**src/inc/tss_pkg.sv**
```systemverilog
// Contract
// RULE_01 - Exactly one of four termination states held
// RULE_02 - Termination enabled when any field non-zero
// RULE_03 - Self-refresh forces termination off, Hi-Z
// RULE_04 - Write applies write termination regardless of pin
// RULE_05 - Asserted pin turns nominal on if enabled
// RULE_06 - Park enabled and pin low gives park
// RULE_07 - Read disables termination RL-X for BL/2+X+Y
// RULE_08 - X is 2 or 3 by preamble
// RULE_09 - Y is 0 or 1 by write CRC
// RULE_10 - Priority: disable, write, nominal, park
// RULE_11 - Write with pin high gives write termination
// RULE_12 - Read ignores pin and nominal/park settings
// RULE_13 - Nominal disabled: pin ignored, receiver powered down
// RULE_14 - Termination on data, mask, strobe; pair x8 only
// RULE_15 - Fields select 240 down to 34 ohms
// RULE_16 - Pin ignored when nominal zero or self-refresh
// RULE_17 - Nominal follows pin after write latency minus two
// RULE_18 - Latency and burst from current programmed values
package tss_pkg;

  // ----------------------------------------------------------------
  // Termination states
  // ----------------------------------------------------------------
  typedef enum logic [1:0]
  {
    TSS_HIZ = 2'b00,
    TSS_WR = 2'b01,
    TSS_NOM = 2'b10,
    TSS_PARK = 2'b11
  } tss_state_t;

  // ----------------------------------------------------------------
  // Widths and timing constants
  // ----------------------------------------------------------------
  localparam int TSS_LAT_W = 6;
  localparam int TSS_CNT_W = 7;
  localparam logic [2:0] TSS_RTT_OFF = 3'h0;
  localparam logic [1:0] TSS_WR_OFF = 2'h0;
  localparam logic [TSS_LAT_W-1:0] TSS_X_PRE1 = 6'h02;
  localparam logic [TSS_LAT_W-1:0] TSS_X_PRE2 = 6'h03;
  localparam logic [TSS_LAT_W-1:0] TSS_Y_CRC = 6'h01;
  localparam logic [TSS_LAT_W-1:0] TSS_NOM_LAT_SUB = 6'h02;
  localparam logic [TSS_LAT_W-1:0] TSS_WR_LAT_SUB = 6'h02;
  localparam logic [TSS_LAT_W-1:0] TSS_WR_LEN_BL8 = 6'h06;
  localparam logic [TSS_LAT_W-1:0] TSS_WR_LEN_BC4 = 6'h04;
  localparam logic [TSS_LAT_W-1:0] TSS_HALF_BL8 = 6'h04;
  localparam logic [TSS_LAT_W-1:0] TSS_HALF_BC4 = 6'h02;
  localparam logic [6:0] TSS_HIST_DEPTH = 7'h40;
  localparam logic TSS_RST_SR = 1'b0;

endpackage

```
**src/rtl/tss_top.sv**
```systemverilog
module tss_top
  import tss_pkg::*;
(
  input wire logic core_clk,
  input wire logic rst_n,
  input wire logic termination_control_pin,
  input wire logic wr_cmd,
  input wire logic rd_cmd,
  input wire logic burst_chop,
  input wire logic self_refresh,
  input wire logic [2:0] mode_register_one_nom,
  input wire logic [1:0] mode_register_two_wr,
  input wire logic [2:0] mode_register_five_park,
  input wire logic preamble_2t,
  input wire logic write_crc_en,
  input wire logic [TSS_LAT_W-1:0] read_latency_cycles,
  input wire logic [TSS_LAT_W-1:0] write_latency_cycles,
  input wire logic cfg_x8,
  input wire logic tdqs_en,
  output tss_pkg::tss_state_t term_state,
  output logic [2:0] rtt_code,
  output logic odt_rx_en,
  output logic term_data_en,
  output logic term_strobe_pair_en,
  output logic term_enabled
);
  import tss_pkg::*;

  // ----------------------------------------------------------------
  // Mode decode
  // ----------------------------------------------------------------
  logic nom_en;
  logic wr_en;
  logic park_en;
  logic [TSS_LAT_W-1:0] x_off;
  logic [TSS_LAT_W-1:0] y_ext;
  logic [TSS_LAT_W-1:0] half_bl;
  logic [TSS_LAT_W-1:0] rd_delay;
  logic [TSS_LAT_W-1:0] rd_len;
  logic [TSS_LAT_W-1:0] wr_delay;
  logic [TSS_LAT_W-1:0] wr_len;
  logic [TSS_LAT_W-1:0] nom_delay;
  logic rd_active;
  logic wr_active;
  logic pin_q;
  logic nom_on;
  logic [TSS_HIST_DEPTH-1:0] pin_hist_r;
  tss_state_t state_nxt;
  logic [2:0] rtt_nxt;

  // Field decode; any non-zero field enables termination.
  assign nom_en = (mode_register_one_nom != TSS_RTT_OFF);
  assign wr_en = (mode_register_two_wr != TSS_WR_OFF);
  assign park_en = (mode_register_five_park != TSS_RTT_OFF); // see RULE_02

  // Window offsets follow preamble and CRC modes.
  assign x_off = preamble_2t ? TSS_X_PRE2 : TSS_X_PRE1; // see RULE_08
  assign y_ext = write_crc_en ? TSS_Y_CRC : '0; // see RULE_09
  assign half_bl = burst_chop ? TSS_HALF_BC4 : TSS_HALF_BL8; // see RULE_18

  // Read window starts RL-X after command and lasts BL/2+X+Y cycles.
  assign rd_delay = (read_latency_cycles > x_off) ? read_latency_cycles - x_off : '0; // see RULE_07
  assign rd_len = half_bl + x_off + y_ext; // see RULE_07

  // Write window starts WL-2 after command, length by burst and CRC.
  assign wr_delay = (write_latency_cycles > TSS_WR_LAT_SUB) ? write_latency_cycles - TSS_WR_LAT_SUB : '0;
  assign wr_len = (burst_chop ? TSS_WR_LEN_BC4 : TSS_WR_LEN_BL8) + y_ext; // see RULE_18
  assign nom_delay = (write_latency_cycles > TSS_NOM_LAT_SUB) ? write_latency_cycles - TSS_NOM_LAT_SUB : '0;

  // ----------------------------------------------------------------
  // Command windows
  // ----------------------------------------------------------------
  tss_window u_rd_win
  (
    .core_clk(core_clk),
    .rst_n(rst_n),
    .trig(rd_cmd && !self_refresh),
    .delay(rd_delay),
    .len(rd_len),
    .active(rd_active)
  );

  tss_window u_wr_win
  (
    .core_clk(core_clk),
    .rst_n(rst_n),
    .trig(wr_cmd && wr_en && !self_refresh),
    .delay(wr_delay),
    .len(wr_len),
    .active(wr_active)
  );

  // ----------------------------------------------------------------
  // Pin sampling and nominal latency
  // ----------------------------------------------------------------
  // The pin is masked when nominal is off or in self-refresh.
  assign pin_q = termination_control_pin && nom_en && !self_refresh; // see RULE_16

  // Shift history of pin samples so nominal follows WL-2 later.
  always_ff @(posedge core_clk)
  begin
    if (!rst_n)
      pin_hist_r <= '0;
    else
      pin_hist_r <= {pin_hist_r[TSS_HIST_DEPTH-2:0], pin_q}; // see RULE_17
  end

  // Zero latency uses the live sample.
  assign nom_on = (nom_delay == '0) ? pin_q : pin_hist_r[nom_delay - 6'h01]; // see RULE_05

  // ----------------------------------------------------------------
  // Priority resolution
  // ----------------------------------------------------------------
  // Disable beats write, write beats nominal, nominal beats park.
  always_comb
  begin
    state_nxt = TSS_HIZ;
    rtt_nxt = TSS_RTT_OFF;
    if (self_refresh)
    begin
      state_nxt = TSS_HIZ; // see RULE_03
      rtt_nxt = TSS_RTT_OFF;
    end
    else if (rd_active)
    begin
      state_nxt = TSS_HIZ; // see RULE_10, RULE_12
      rtt_nxt = TSS_RTT_OFF;
    end
    else if (wr_active)
    begin
      state_nxt = TSS_WR; // see RULE_04, RULE_11
      rtt_nxt = {1'b0, mode_register_two_wr};
    end
    else if (nom_on)
    begin
      state_nxt = TSS_NOM; // see RULE_05
      rtt_nxt = mode_register_one_nom; // see RULE_15
    end
    else if (park_en)
    begin
      state_nxt = TSS_PARK; // see RULE_06
      rtt_nxt = mode_register_five_park;
    end
  end

  // ----------------------------------------------------------------
  // Registered outputs
  // ----------------------------------------------------------------
  // State register holds exactly one of four codes.
  always_ff @(posedge core_clk)
  begin
    if (!rst_n)
    begin
      term_state <= TSS_HIZ; // see RULE_01
      rtt_code <= TSS_RTT_OFF;
    end
    else
    begin
      term_state <= state_nxt; // see RULE_01
      rtt_code <= rtt_nxt;
    end
  end

  // Pin enables and receiver power.
  always_ff @(posedge core_clk)
  begin
    if (!rst_n)
    begin
      odt_rx_en <= 1'b0;
      term_data_en <= 1'b0;
      term_strobe_pair_en <= 1'b0;
      term_enabled <= 1'b0;
    end
    else
    begin
      odt_rx_en <= nom_en && !self_refresh; // see RULE_13
      term_data_en <= (rtt_nxt != TSS_RTT_OFF); // see RULE_14
      term_strobe_pair_en <= (rtt_nxt != TSS_RTT_OFF) && cfg_x8 && tdqs_en; // see RULE_14
      term_enabled <= nom_en || wr_en || park_en; // see RULE_02
    end
  end

endmodule

```
**src/rtl/tss_window.sv**
```systemverilog
// Delayed-window timer: opens DELAY cycles after a trigger, stays LEN cycles.
module tss_window
  import tss_pkg::*;
(
  input wire logic core_clk,
  input wire logic rst_n,
  input wire logic trig,
  input wire logic [TSS_LAT_W-1:0] delay,
  input wire logic [TSS_LAT_W-1:0] len,
  output logic active
);

  logic [TSS_CNT_W-1:0] start_cnt_r;
  logic [TSS_CNT_W-1:0] run_cnt_r;
  logic pend_r;

  // A new trigger restarts the delay; a start still pending is dropped.
  always_ff @(posedge core_clk)
  begin
    if (!rst_n)
    begin
      pend_r <= 1'b0;
      start_cnt_r <= '0;
    end
    else if (trig)
    begin
      pend_r <= (delay > 6'h01);
      start_cnt_r <= {1'b0, delay} - 7'h01;
    end
    else if (pend_r)
    begin
      start_cnt_r <= start_cnt_r - 7'h01;
      pend_r <= (start_cnt_r > 7'h01);
    end
  end

  // Window run counter loads when the delay expires.
  always_ff @(posedge core_clk)
  begin
    if (!rst_n)
      run_cnt_r <= '0;
    else if ((trig && delay <= 6'h01) || (pend_r && start_cnt_r <= 7'h01 && !trig))
      run_cnt_r <= {1'b0, len};
    else if (run_cnt_r != '0)
      run_cnt_r <= run_cnt_r - 7'h01;
  end

  assign active = (run_cnt_r != '0);

endmodule

```
**config.mk**
```make
export PLATFORM = sky130hd
export DESIGN_NAME = tss_top
export DESIGN_NICKNAME = d
export VERILOG_FILES = /design/src/inc/tss_pkg.sv /design/src/rtl/tss_top.sv /design/src/rtl/tss_window.sv
export SDC_FILE = /design/constraint.sdc
export NUM_CORES = 1
export LEC_CHECK = 0
export ABC_CLOCK_PERIOD_IN_PS = 4900
export BUFFER_PORTS_ARGS = -buffer_cell sky130_fd_sc_hd__buf_4
export CORE_ASPECT_RATIO = 1.75
export CORE_UTILIZATION = 60
export DETAILED_ROUTE_END_ITERATION = 16
export PLACE_DENSITY_LB_ADDON = 0.05
export SYNTH_ARGS = -nofsm -noshare
export SYNTH_HDL_FRONTEND = slang
export SYNTH_SLANG_ARGS = --single-unit
```
**constraint.sdc**
```tcl
create_clock -name core_clk -period 4.9 [get_ports core_clk]
set_clock_uncertainty 0.05 [all_clocks]
set_input_delay 0.245 -clock core_clk [delete_from_list [all_inputs] [get_ports core_clk]]
set_output_delay 0.245 -clock core_clk [all_outputs]
set_load 0.005 [all_outputs]
```
# ---- Word-level counts from Yosys, hierarchy flattened
# Cells that the tools add are included.
dict set report word_totals {
  reg_bits 103
  output_inout_bits 9
  input_bits 31
}
dict set report op_classes {
  magnitude_cmp 11
  n_mux 29
  reduce_logical 36
  bitwise_logic 1
  addsub 12
}
# op n
set op_table {}
lappend op_table {{two-way mux 6 bit} 6}
lappend op_table {{two-way mux 7 bit} 4}
lappend op_table {{subtractor 7 x 1 -> 7 bit (second input constant)} 4}
lappend op_table {{two-way mux 3 bit} 6}
lappend op_table {{> comparator 7 x 1 -> 1 bit (second input constant)} 2}
lappend op_table {{less-or-equal comparator 7 x 1 -> 1 bit (second input constant)} 2}
lappend op_table {{logical AND 1 bit} 14}
lappend op_table {{nonzero test 7 bit} 2}
lappend op_table {{subtractor 6 x 1 -> 7 bit (second input constant)} 2}
lappend op_table {{> comparator 6 x 1 -> 1 bit (second input constant)} 2}
lappend op_table {{less-or-equal comparator 6 x 1 -> 1 bit (second input constant)} 2}
lappend op_table {{nonzero test 2 bit} 5}
lappend op_table {{two-way mux 1 bit} 9}
lappend op_table {{nonzero test 3 bit} 3}
lappend op_table {{less-than comparator 6 x 7 -> 1 bit (second input constant)} 1}
lappend op_table {{binary-select mux 1 bit (select 6 bit)} 1}
lappend op_table {{> comparator 6 x 2 -> 1 bit} 1}
lappend op_table {{> comparator 6 x 2 -> 1 bit (second input constant)} 1}
lappend op_table {{zero test 6 bit} 1}
lappend op_table {{two-way mux 2 bit} 3}
lappend op_table {{subtractor 6 x 1 -> 6 bit (second input constant)} 1}
lappend op_table {{subtractor 6 x 2 -> 6 bit} 1}
lappend op_table {{subtractor 6 x 2 -> 6 bit (second input constant)} 1}
lappend op_table {{adder 4 x 1 -> 5 bit} 1}
lappend op_table {{other kinds (8)} 14}

# ---- Logic depth before layout (Yosys ltp)
# Gate-level depths: netlist of run 1.
dict set report logic_depth {
  word_depth 13
  depth_mapped 17
  ltp_nobuf 13
}

# ---- By module
# Synthesis of run 1 repeated with hierarchy kept, for this count alone.
dict set report unflattened {
  cells_unflattened 616
  area_unflattened_um2 5525.3
}
# module n_inst area_each_um2 cells_each
set modules_own_cells {}
lappend modules_own_cells {tss_top 1 3528.4 378}
lappend modules_own_cells {tss_window 2 998.5 119}

# ---- Worst setup path before layout of run 1
# OpenSTA, ideal clock, no wires.
dict set report synth_timing {
  path_type {in2reg}
  start {input write_latency_cycles[2]}
  end {register term_strobe_pair_en}
  stages 16
  setup_time_ns 0.074
  t_arrival_ns 3.533
  path_slack_ns 1.242
  t_required_ns 4.776
  cell_sequence {buf_4 o31a_1 or2_1 buf_6 inv_6 buf_6 ha_1 clkbuf_1 nand2_1 or3_1 a31oi_2 or4b_1 nand4_2 a311oi_1 or3_1 a31oi_1}
}
dict set report synth_between {
  elab_chain_len 13
  word_cells_on_any_way 15
  classes_between {add/sub (2); order compare (1); mux (8); reduce/logical (4)}
}
# element line_no
set synth_lines {}
lappend synth_lines {{start, declared} tss_top.sv:17} ;# input wire logic [TSS_LAT_W-1:0] write_latency_cycles,
lappend synth_lines {{subtractor 6 x 2 -> 6 bit or > comparator 6 x 2 -> 1 bit (tied branches)} tss_top.sv:68} ;# assign nom_delay = (write_latency_cycles > TSS_NOM_LAT_SUB) ? write_latency_cycles - TSS_NOM_LAT_SUB : '0;
lappend synth_lines {{two-way mux 6 bit *} tss_top.sv:68}
lappend synth_lines {{subtractor 6 x 1 -> 6 bit} tss_top.sv:109} ;# assign nom_on = (nom_delay == '0) ? pin_q : pin_hist_r[nom_delay - 6'h01];
lappend synth_lines {{binary-select mux 1 bit (select 6 bit)} tss_top.sv:109}
lappend synth_lines {{two-way mux 1 bit (implied by the code)} tss_top.sv:109}
lappend synth_lines {{two-way mux 1 bit *} tss_top.sv:109}
lappend synth_lines {{two-way mux 3 bit *} tss_top.sv:134} ;# else if (nom_on)
lappend synth_lines {{two-way mux 3 bit *} tss_top.sv:129} ;# else if (wr_active)
lappend synth_lines {{two-way mux 3 bit *} tss_top.sv:124} ;# else if (rd_active)
lappend synth_lines {{two-way mux 3 bit *} tss_top.sv:119} ;# if (self_refresh)
lappend synth_lines {{nonzero test 3 bit *} tss_top.sv:178} ;# term_strobe_pair_en <= (rtt_nxt != TSS_RTT_OFF) && cfg_x8 && tdqs_en;
lappend synth_lines {{logical AND 1 bit * (2 in a row)} tss_top.sv:178}
lappend synth_lines {{end signal, assigned} tss_top.sv:178}
lappend synth_lines {{end, declared} tss_top.sv:24} ;# output logic term_strobe_pair_en,
# Every way passes the cells marked *; elsewhere a longest branch is shown, timed or not. The select of a mux whose other input is x is not followed.
# A chain may end at the register's enable or synchronous reset.

# ---- Final worst setup path of run 1
# Same ends and word-level chain as after synthesis.

==> results.py, run 1 <==
metrics = {
    "timing": {
        "setup_viol": 0,
        "drv_slew": 0,
        "timing.fmax_ghz": 0.266,
        "fin_crit_sh_pct": 76.8,
        "slew_headroom_pct": 21.7,
        "rsz0062_at_grt": "no",
        "setup_tns_ns": 0,
        "worst_slew_pin_slew_ns": 1.17,
        "hold_violations": 0,
        "period_needed_ns": 3.76,
    },
    "yosys": {
        "ys_warn_count": 0,
        "ys_dominant_reg_cell": "dfxtp_1",
        "synth_top_area_share_pct": 38.4,
        "synth_area_leaders": "dfxtp_1 38%, and2_1 7.6%, ha_1 4.0%, nor2_1 3.8%, nand2_1 3.4%",
        "synth_nets": 659,
        "ys_ff_latch": 103,
        "yosysUniqueCellTypes": 68,
        "postSynthCellCount": 611,
        "async_flop_share_pct": 0,
        "seq_area_frac_synth_pct": 38.4,
        "synth.avg_cell_area_um2": 8.80,
        "synth_largest_area_cell": "dfxtp_1",
        "synth_edf_count": 0,
        "synthesis.area_um2": 5380,
    },
    "cells_and_area": {
        "n_antenna_cell": 0,
        "areaGrowthSynthToFinish_pct": 10.9,
        "drive_above_1_share_pct": 13.2,
        "layout_commonest_cell": "dfxtp_1",
        "layout.nets": 679,
        "fin_util_pct": 68.7,
        "final_cell_mix": "103 x dfxtp_1, 65 x and2_1, 55 x nor2_1",
    },
    "clock_tree": {
        "htree_levels": 3,
        "clockBufferDepth": 2,
        "cts_tree": "built",
        "clock-root-buffer": "clkbuf_16",
        "cts_setup_buffers": 0,
        "clkLatencyLatePin_ns": 0.34,
        "cts.repair.resized": 0,
        "clock_sink_count": 103,
        "cts_hold_buf": 0,
        "numCtsBuffers": 9,
        "clk_pin_slew_worst_paths_ns": 0.07,
    },
    "worst_setup_path": {
        "cpLargestDelayFamily": "compound AO/OA/AOI/OAI gates",
        "critPathMaxStageDelay_ns": 0.93,
        "slowest_stage": "ha_1",
        "arrival_ns": 3.99,
        "crit_chain": "buf_4, o31a_1, or2_1, ha_1, buf_4, nor2b_1, a211oi_1, a21oi_1, a221oi_1, nand4_1, o21a_2, and4_1, or3_1, a31oi_1",
        "path_max_fanout": 25,
        "crit_buf_inv": 2,
        "worstPathRequired_ns": 5.12,
        "critPathKind": "primary input to flip-flop",
        "crit_path_frequent_cell": "buf_4",
        "start_kind": "primary input",
        "end_kind": "flip-flop",
    },
    "drt": {
        "drt_iter0_drc": 272,
        "num_vias": 4497,
        "routed_wl_um": 11800,
        "postRouteAntennaNets": 0,
        "drt_first_pass_iters": 5,
        "vias_per_cell": 5.97,
        "drc_errors": 0,
        "wl_per_cell_um": 15.7,
    },
    "die": {
        "row_count": 45,
        "die-area_um2": 9360,
        "core_um2": 8670,
        "start_util_pct": 62.0,
        "die_h_um": 127,
        "ios": 40,
        "die_w_um": 73.6,
    },
    "placed_design": {
        "place.gp.congestion": 0.892,
        "io_buffers": 39,
        "hpwl_um": 8650,
    },
    "grt": {
        "antenna_found_initial": 0,
        "grt_start_max_net_pins": 72,
        "grt_pass1_vias": 4364,
        "grt.total_usage_pct": 27.3,
        "grt_remaining_overflow": 0,
        "grt_pass1_wl_um": 19800,
    },
    "power_and_ir_drop": {
        "p_per_area_nw_per_um2": 379,
        "peakVddDrop_v": 0.000258,
        "p_leak_nw": 2.39,
    },
    "flow_run": {
        "cap_violations": 0,
    },
    "worst_hold_path": {
        "hold_class": "primary input to flip-flop",
    },
    "run_status": {
        "run_status": "complete, no violations",
    },
}
[synthesized netlist by cell type, types with 9 or more instances]
cell type / instances
a211oi_1: 12
inv_1: 18
nand3_1: 16
ha_1: 17
o21ai_0: 18
nand2_1: 49
nor2_1: 55
nand2b_1: 10
xnor2_1: 17
or3_1: 15
mux2i_1: 13
a21oi_1: 23
nor3_1: 23
nor2b_1: 9
and2_1: 65
clkbuf_1: 21
dfxtp_1: 103
[worst reg2reg max path, stage by stage, from the launching register on]
cell     delay [ns]
dfxtp_1        0.33
inv_1          0.06
ha_1           0.18
nand2_1        0.10
or3_1          0.35
or4_1          0.53
nor3_1         0.45
nand3_1        0.18
a31oi_1        0.18
nor3_1         0.10
a31oi_1        0.15
[registers in the layout, indices dropped and copies added, names as in the netlist]
| name | flops |
|---|---|
| odt_rx_en | 1 |
| term_enabled | 1 |
| u_rd_win.start_cnt_r | 7 |
| term_strobe_pair_en | 1 |
| term_state | 2 |
| u_wr_win.start_cnt_r | 7 |
| pin_hist_r | 64 |
| u_wr_win.run_cnt_r | 7 |
| rtt_code | 3 |
| u_rd_win.pend_r | 1 |
| u_rd_win.run_cnt_r | 7 |
| u_wr_win.pend_r | 1 |
| term_data_en | 1 |
[power by group]
part | internal (mW) | total (mW) | switching (mW) | leakage (nW)
Clock | 0.400 | 0.716 | 0.316 | 0.143
Combinational | 0.260 | 0.591 | 0.331 | 1.41
Sequential | 0.902 | 0.952 | 0.0505 | 0.836
Total | 1.56 | 2.26 | 0.697 | 2.39
[through the flow]
| stage | instances | hold slack (ns) | worst slack, ns | cell area, µm² | power [mW] |
|---|---|---|---|---|---|
| after floorplan | 611 | 0.267 | 1.24 | 5380 | 1.42 |
| after global placement | 737 | 0.379 | 0.965 | 5660 | 1.53 |
| after detailed placement | 737 | 0.380 | 0.880 | 5660 | 1.55 |
| after CTS | 753 | 0.0522 | 1.18 | 5960 | 2.27 |
| after global routing | 753 | 0.0714 | 0.915 | 5960 | 2.39 |
| final | 753 | 0.0563 | 1.14 | 5960 | 2.26 |
[worst paths after layout]
path                           startpoint               endpoint  slack [ns]  cells after the start
hold / removal               self_refresh              odt_rx_en        0.06                      2
hold reg to reg     u_rd_win.run_cnt_r[6]  u_rd_win.run_cnt_r[6]        0.39                      2
setup reg to reg    u_rd_win.run_cnt_r[0]    term_strobe_pair_en        2.17                     10
setup / recovery  write_latency_cycles[2]    term_strobe_pair_en        1.14                     14
[layout make-up]
cell class | count | area [µm²]
well taps | 117 | 146
fillers | 749 | 2710
multi-input cells | 456 | 3060
clock buffers | 10 | 229
flip-flops and latches | 103 | 2060
clock inverters | 6 | 68.8
repair buffers | 42 | 315
inverters | 19 | 76.3
[kinds of logic (layout without fill, tap and decap cells)]
group	after synthesis	in the layout	share of synthesized area (%)
buf+inv	52	77	4.68
compound gates	112	112	14.8
mux	26	26	6.61
xor+xnor	25	25	4.21
flops	103	103	38.4
simple gates	276	276	27.4
fa+ha+maj	17	17	3.96
[layer usage]
| layer | vias to the layer above | part of all wire (%) | global-route usage (%) |
|---|---|---|---|
| met5 | - | 0 | 0 |
| met4 | 0 | 3.5 | 14.5 |
| met3 | 41 | 3.2 | 3.79 |
| met2 | 117 | 53 | 48.3 |
| met1 | 2125 | 41 | 30.7 |
| li1 | 2214 | - | - |
(Power assumes the default switching activity.)
==> run 2: changes to the inputs <==
--- a/config.mk
+++ b/config.mk
@@ -5,10 +5,11 @@
 export SDC_FILE = /design/constraint.sdc
 export NUM_CORES = 1
 export LEC_CHECK = 0
-export ABC_CLOCK_PERIOD_IN_PS = 4900
+export ABC_AREA = 1
+export ABC_CLOCK_PERIOD_IN_PS = 3220
 export BUFFER_PORTS_ARGS = -buffer_cell sky130_fd_sc_hd__buf_4
 export CORE_ASPECT_RATIO = 1.75
-export CORE_UTILIZATION = 60
+export CORE_UTILIZATION = 54
 export DETAILED_ROUTE_END_ITERATION = 16
 export PLACE_DENSITY_LB_ADDON = 0.05
 export SYNTH_ARGS = -nofsm -noshare
==> constraint.sdc (replaced) <==
create_clock -name core_clk -period 3.22 [get_ports core_clk]
set_clock_uncertainty 0.05 [all_clocks]
set_input_delay 0.161 -clock core_clk [delete_from_list [all_inputs] [get_ports core_clk]]
set_output_delay 0.161 -clock core_clk [all_outputs]
set_load 0.005 [all_outputs]
==> run 2 against run 1 <==
Via count increased by 4.2%. Largest power group unchanged. Hold slack lost 0.026 ns. Sequential cell count unchanged. Global-route usage shrank 3.9 points. Non-clock buffer count is 5 higher. Critical path depth is 5 higher. Register-to-register slack got worse by 1.1 ns. Power increased by 50%. First-iteration DRC count decreased by 42%. Final cell count is 24% higher. Setup slack lost 0.36 ns.
==> results.py, run 2 <==
metrics = {
    "placed_design": {
        "io_buffers": 39,
        "place.gp.congestion": 0.894,
        "hpwl_um": 8260,
        "place_ws_ns": 0.434,
        "placed_cell_area_um2": 5650,
    },
    "clock_tree": {
        "cts_setup_buffers": 0,
        "clk_pin_slew_worst_paths_ns": 0.07,
        "numCtsBuffers": 9,
        "cts_hold_buf": 1,
        "clock-root-buffer": "clkbuf_16",
        "cts_tree": "built",
        "clock_sink_count": 103,
        "clkLatencyLatePin_ns": 0.35,
        "clockBufferDepth": 2,
        "htree_levels": 3,
        "cts.repair.resized": 0,
    },
    "power_and_ir_drop": {
        "p_per_area_nw_per_um2": 571,
        "p_leak_nw": 3.22,
        "power.switching_mw": 1.12,
        "p_comb_share_pct": 27.0,
        "peakVddDrop_v": 0.000311,
        "finalPower_mw": 3.40,
        "swShare_pct": 32.9,
        "clkPwrFrac_pct": 30.4,
        "seqPwrFrac_pct": 42.5,
        "p_int_mw": 2.28,
    },
    "grt": {
        "grt_start_max_net_pins": 75,
        "grt_pass1_wl_um": 19200,
        "grt.total_usage_pct": 23.4,
        "grt_remaining_overflow": 0,
        "antenna_found_initial": 0,
        "grt_pass1_vias": 4443,
    },
    "yosys": {
        "ys_dominant_reg_cell": "dfxtp_1",
        "synth_nets": 817,
        "synth_top_area_share_pct": 39.1,
        "postSynthCellCount": 769,
        "seq_area_frac_synth_pct": 39.1,
        "synth.avg_cell_area_um2": 6.86,
        "synth_edf_count": 0,
        "synth_common_cells": "179 x nand2_1, 173 x inv_1, 103 x dfxtp_1, 87 x nand3_1, 39 x nor2_1",
        "synth_area_leaders": "dfxtp_1 39%, nand2_1 13%, inv_1 12%, nand3_1 8.3%, ha_1 4.0%",
        "yosysMostFrequentCell": "nand2_1",
        "yosysUniqueCellTypes": 43,
        "async_flop_share_pct": 0,
        "ys_ff_latch": 103,
        "ys_warn_count": 0,
        "synth_largest_area_cell": "dfxtp_1",
        "synthesis.area_um2": 5280,
    },
    "cells_and_area": {
        "layout_commonest_cell": "nand2_1",
        "layout.nets": 852,
        "largest_reg_flops": 64,
        "max_flop_register": "pin_hist_r",
        "final_cell_mix": "179 x nand2_1, 173 x inv_1, 103 x dfxtp_1",
        "stdcell_area_um2": 5950,
        "n_antenna_cell": 0,
        "drive_above_1_share_pct": 10.6,
        "areaGrowthSynthToFinish_pct": 12.7,
    },
    "timing": {
        "setup_viol": 0,
        "holdWs_ns": 0.0300,
        "setup_ws_ns": 0.774,
        "slew_headroom_pct": 52.4,
        "drv_slew": 0,
        "worst_slew_pin_slew_ns": 0.713,
        "setup_tns_ns": 0,
        "timing.fmax_ghz": 0.409,
        "fin_crit_sh_pct": 76.0,
        "period_needed_ns": 2.45,
        "rsz0062_at_grt": "no",
        "hold_violations": 0,
    },
    "drt": {
        "postRouteAntennaNets": 0,
        "drc_errors": 0,
        "wl_met2_um": 6130,
        "vias_per_cell": 5.03,
        "routed_wl_um": 11200,
        "num_vias": 4685,
        "top_layer": "met4",
        "dr_wl_met3_um": 380,
        "drt_first_pass_iters": 5,
        "route.layer.met1.wl_um": 4520,
        "drt_iter0_drc": 159,
        "wl_per_cell_um": 12.0,
    },
    "die": {
        "core_um2": 9470,
        "start_util_pct": 55.7,
        "die_h_um": 133,
        "die_w_um": 76.7,
        "die-area_um2": 10200,
        "ios": 40,
        "row_count": 47,
    },
    "worst_setup_path": {
        "critPathMaxStageDelay_ns": 0.38,
        "crit_chain": "buf_4, nor2_4, nand3_4, nand2_2, inv_1, ha_1, inv_1, nand3_1, nand3_1, nand3_1, nand3_1, nand3_2, nand3_2, nand2_1, or2_0, nand3b_1, nand3_2, nand2_1, inv_1",
        "crit_buf_inv": 4,
        "cpLargestDelayFamily": "simple AND/OR/NAND/NOR gates",
        "critPathKind": "primary input to flip-flop",
        "path_max_fanout": 16,
        "worstPathRequired_ns": 3.42,
        "arrival_ns": 2.65,
        "slowest_stage": "inv_1",
        "crit_path_frequent_cell": "nand3_1",
        "start_kind": "primary input",
        "end_kind": "flip-flop",
    },
    "flow_run": {
        "cap_violations": 0,
    },
    "run_status": {
        "run_status": "complete, no violations",
    },
    "worst_hold_path": {
        "hold_class": "primary input to flip-flop",
    },
}
-- run 2: changes by cell type in the layout (fill, tap and decap cells not counted), moves of 12 or more --
cell,change
nand3_1,+71
nor2_1,-16
or3_1,-15
nand3b_1,+20
inv_1,+155
and2_1,-64
nor3_1,-12
nand2_1,+130
xnor2_1,-15
mux2i_1,-13
-- run 2: tightest hold or removal path, cell delays in order --
cell and delay, ns:
buf_4 0.08, nand2_1 0.04, inv_1 0.05, nand2_1 0.05, inv_1 0.04
-- run 2: final cells by class --
cell class	count	area (µm²)
fill	922	3520
multi-input combinational	467	2430
inverter	176	661
timing repair buffer	47	355
clock inverter	7	56.3
tap	122	153
sequential	103	2060
clock buffer	9	225
-- run 2: final timing paths --
check	start	endpoint	slack (ns)	cells after the start
max	write_latency_cycles[2]	term_strobe_pair_en	0.77	19
min	cfg_x8	term_strobe_pair_en	0.03	5
max reg2reg	u_rd_win.run_cnt_r[0]	term_strobe_pair_en	1.03	12
min reg2reg	pin_hist_r[24]	pin_hist_r[25]	0.37	2
-- run 2: per-layer routing --
metal  vias to the layer above  track usage [%]
met5                         -                0
met4                         0             9.29
met3                        13             4.21
met2                        86             45.0
met1                      2147             24.2
li1                       2439                -
-- run 2: kinds of logic (layout without fill, tap and decap cells) --
| family | count (synthesis) | in the layout | share of synthesized area (%) |
|---|---|---|---|
| flip-flops | 103 | 103 | 39.1 |
| AO/OA/AOI/OAI | 71 | 71 | 7.78 |
| adder cells (fa/ha/maj) | 17 | 17 | 4.03 |
| buffers and inverters | 199 | 239 | 14.8 |
| XOR/XNOR | 13 | 13 | 2.30 |
| AND/OR/NAND/NOR | 366 | 366 | 32.0 |
-- run 2: power by group through the flow --
stage	Sequential, mW	Clock (mW)	Combinational, mW
after detailed placement	1.47	0	0.916
after floorplan	1.46	0	0.698
after global routing	1.46	1.12	1.04
after CTS	1.44	1.06	0.925
after global placement	1.47	0	0.889
final	1.44	1.03	0.918
-- run 2: per-stage QoR --
| step | std cells | util (%) |
|---|---|---|
| after floorplan | 769 | - |
| after global placement | 914 | 59.7 |
| after detailed placement | 914 | 59.7 |
| after CTS | 931 | 62.8 |
| after global routing | 931 | 62.8 |
| final | 931 | 62.8 |
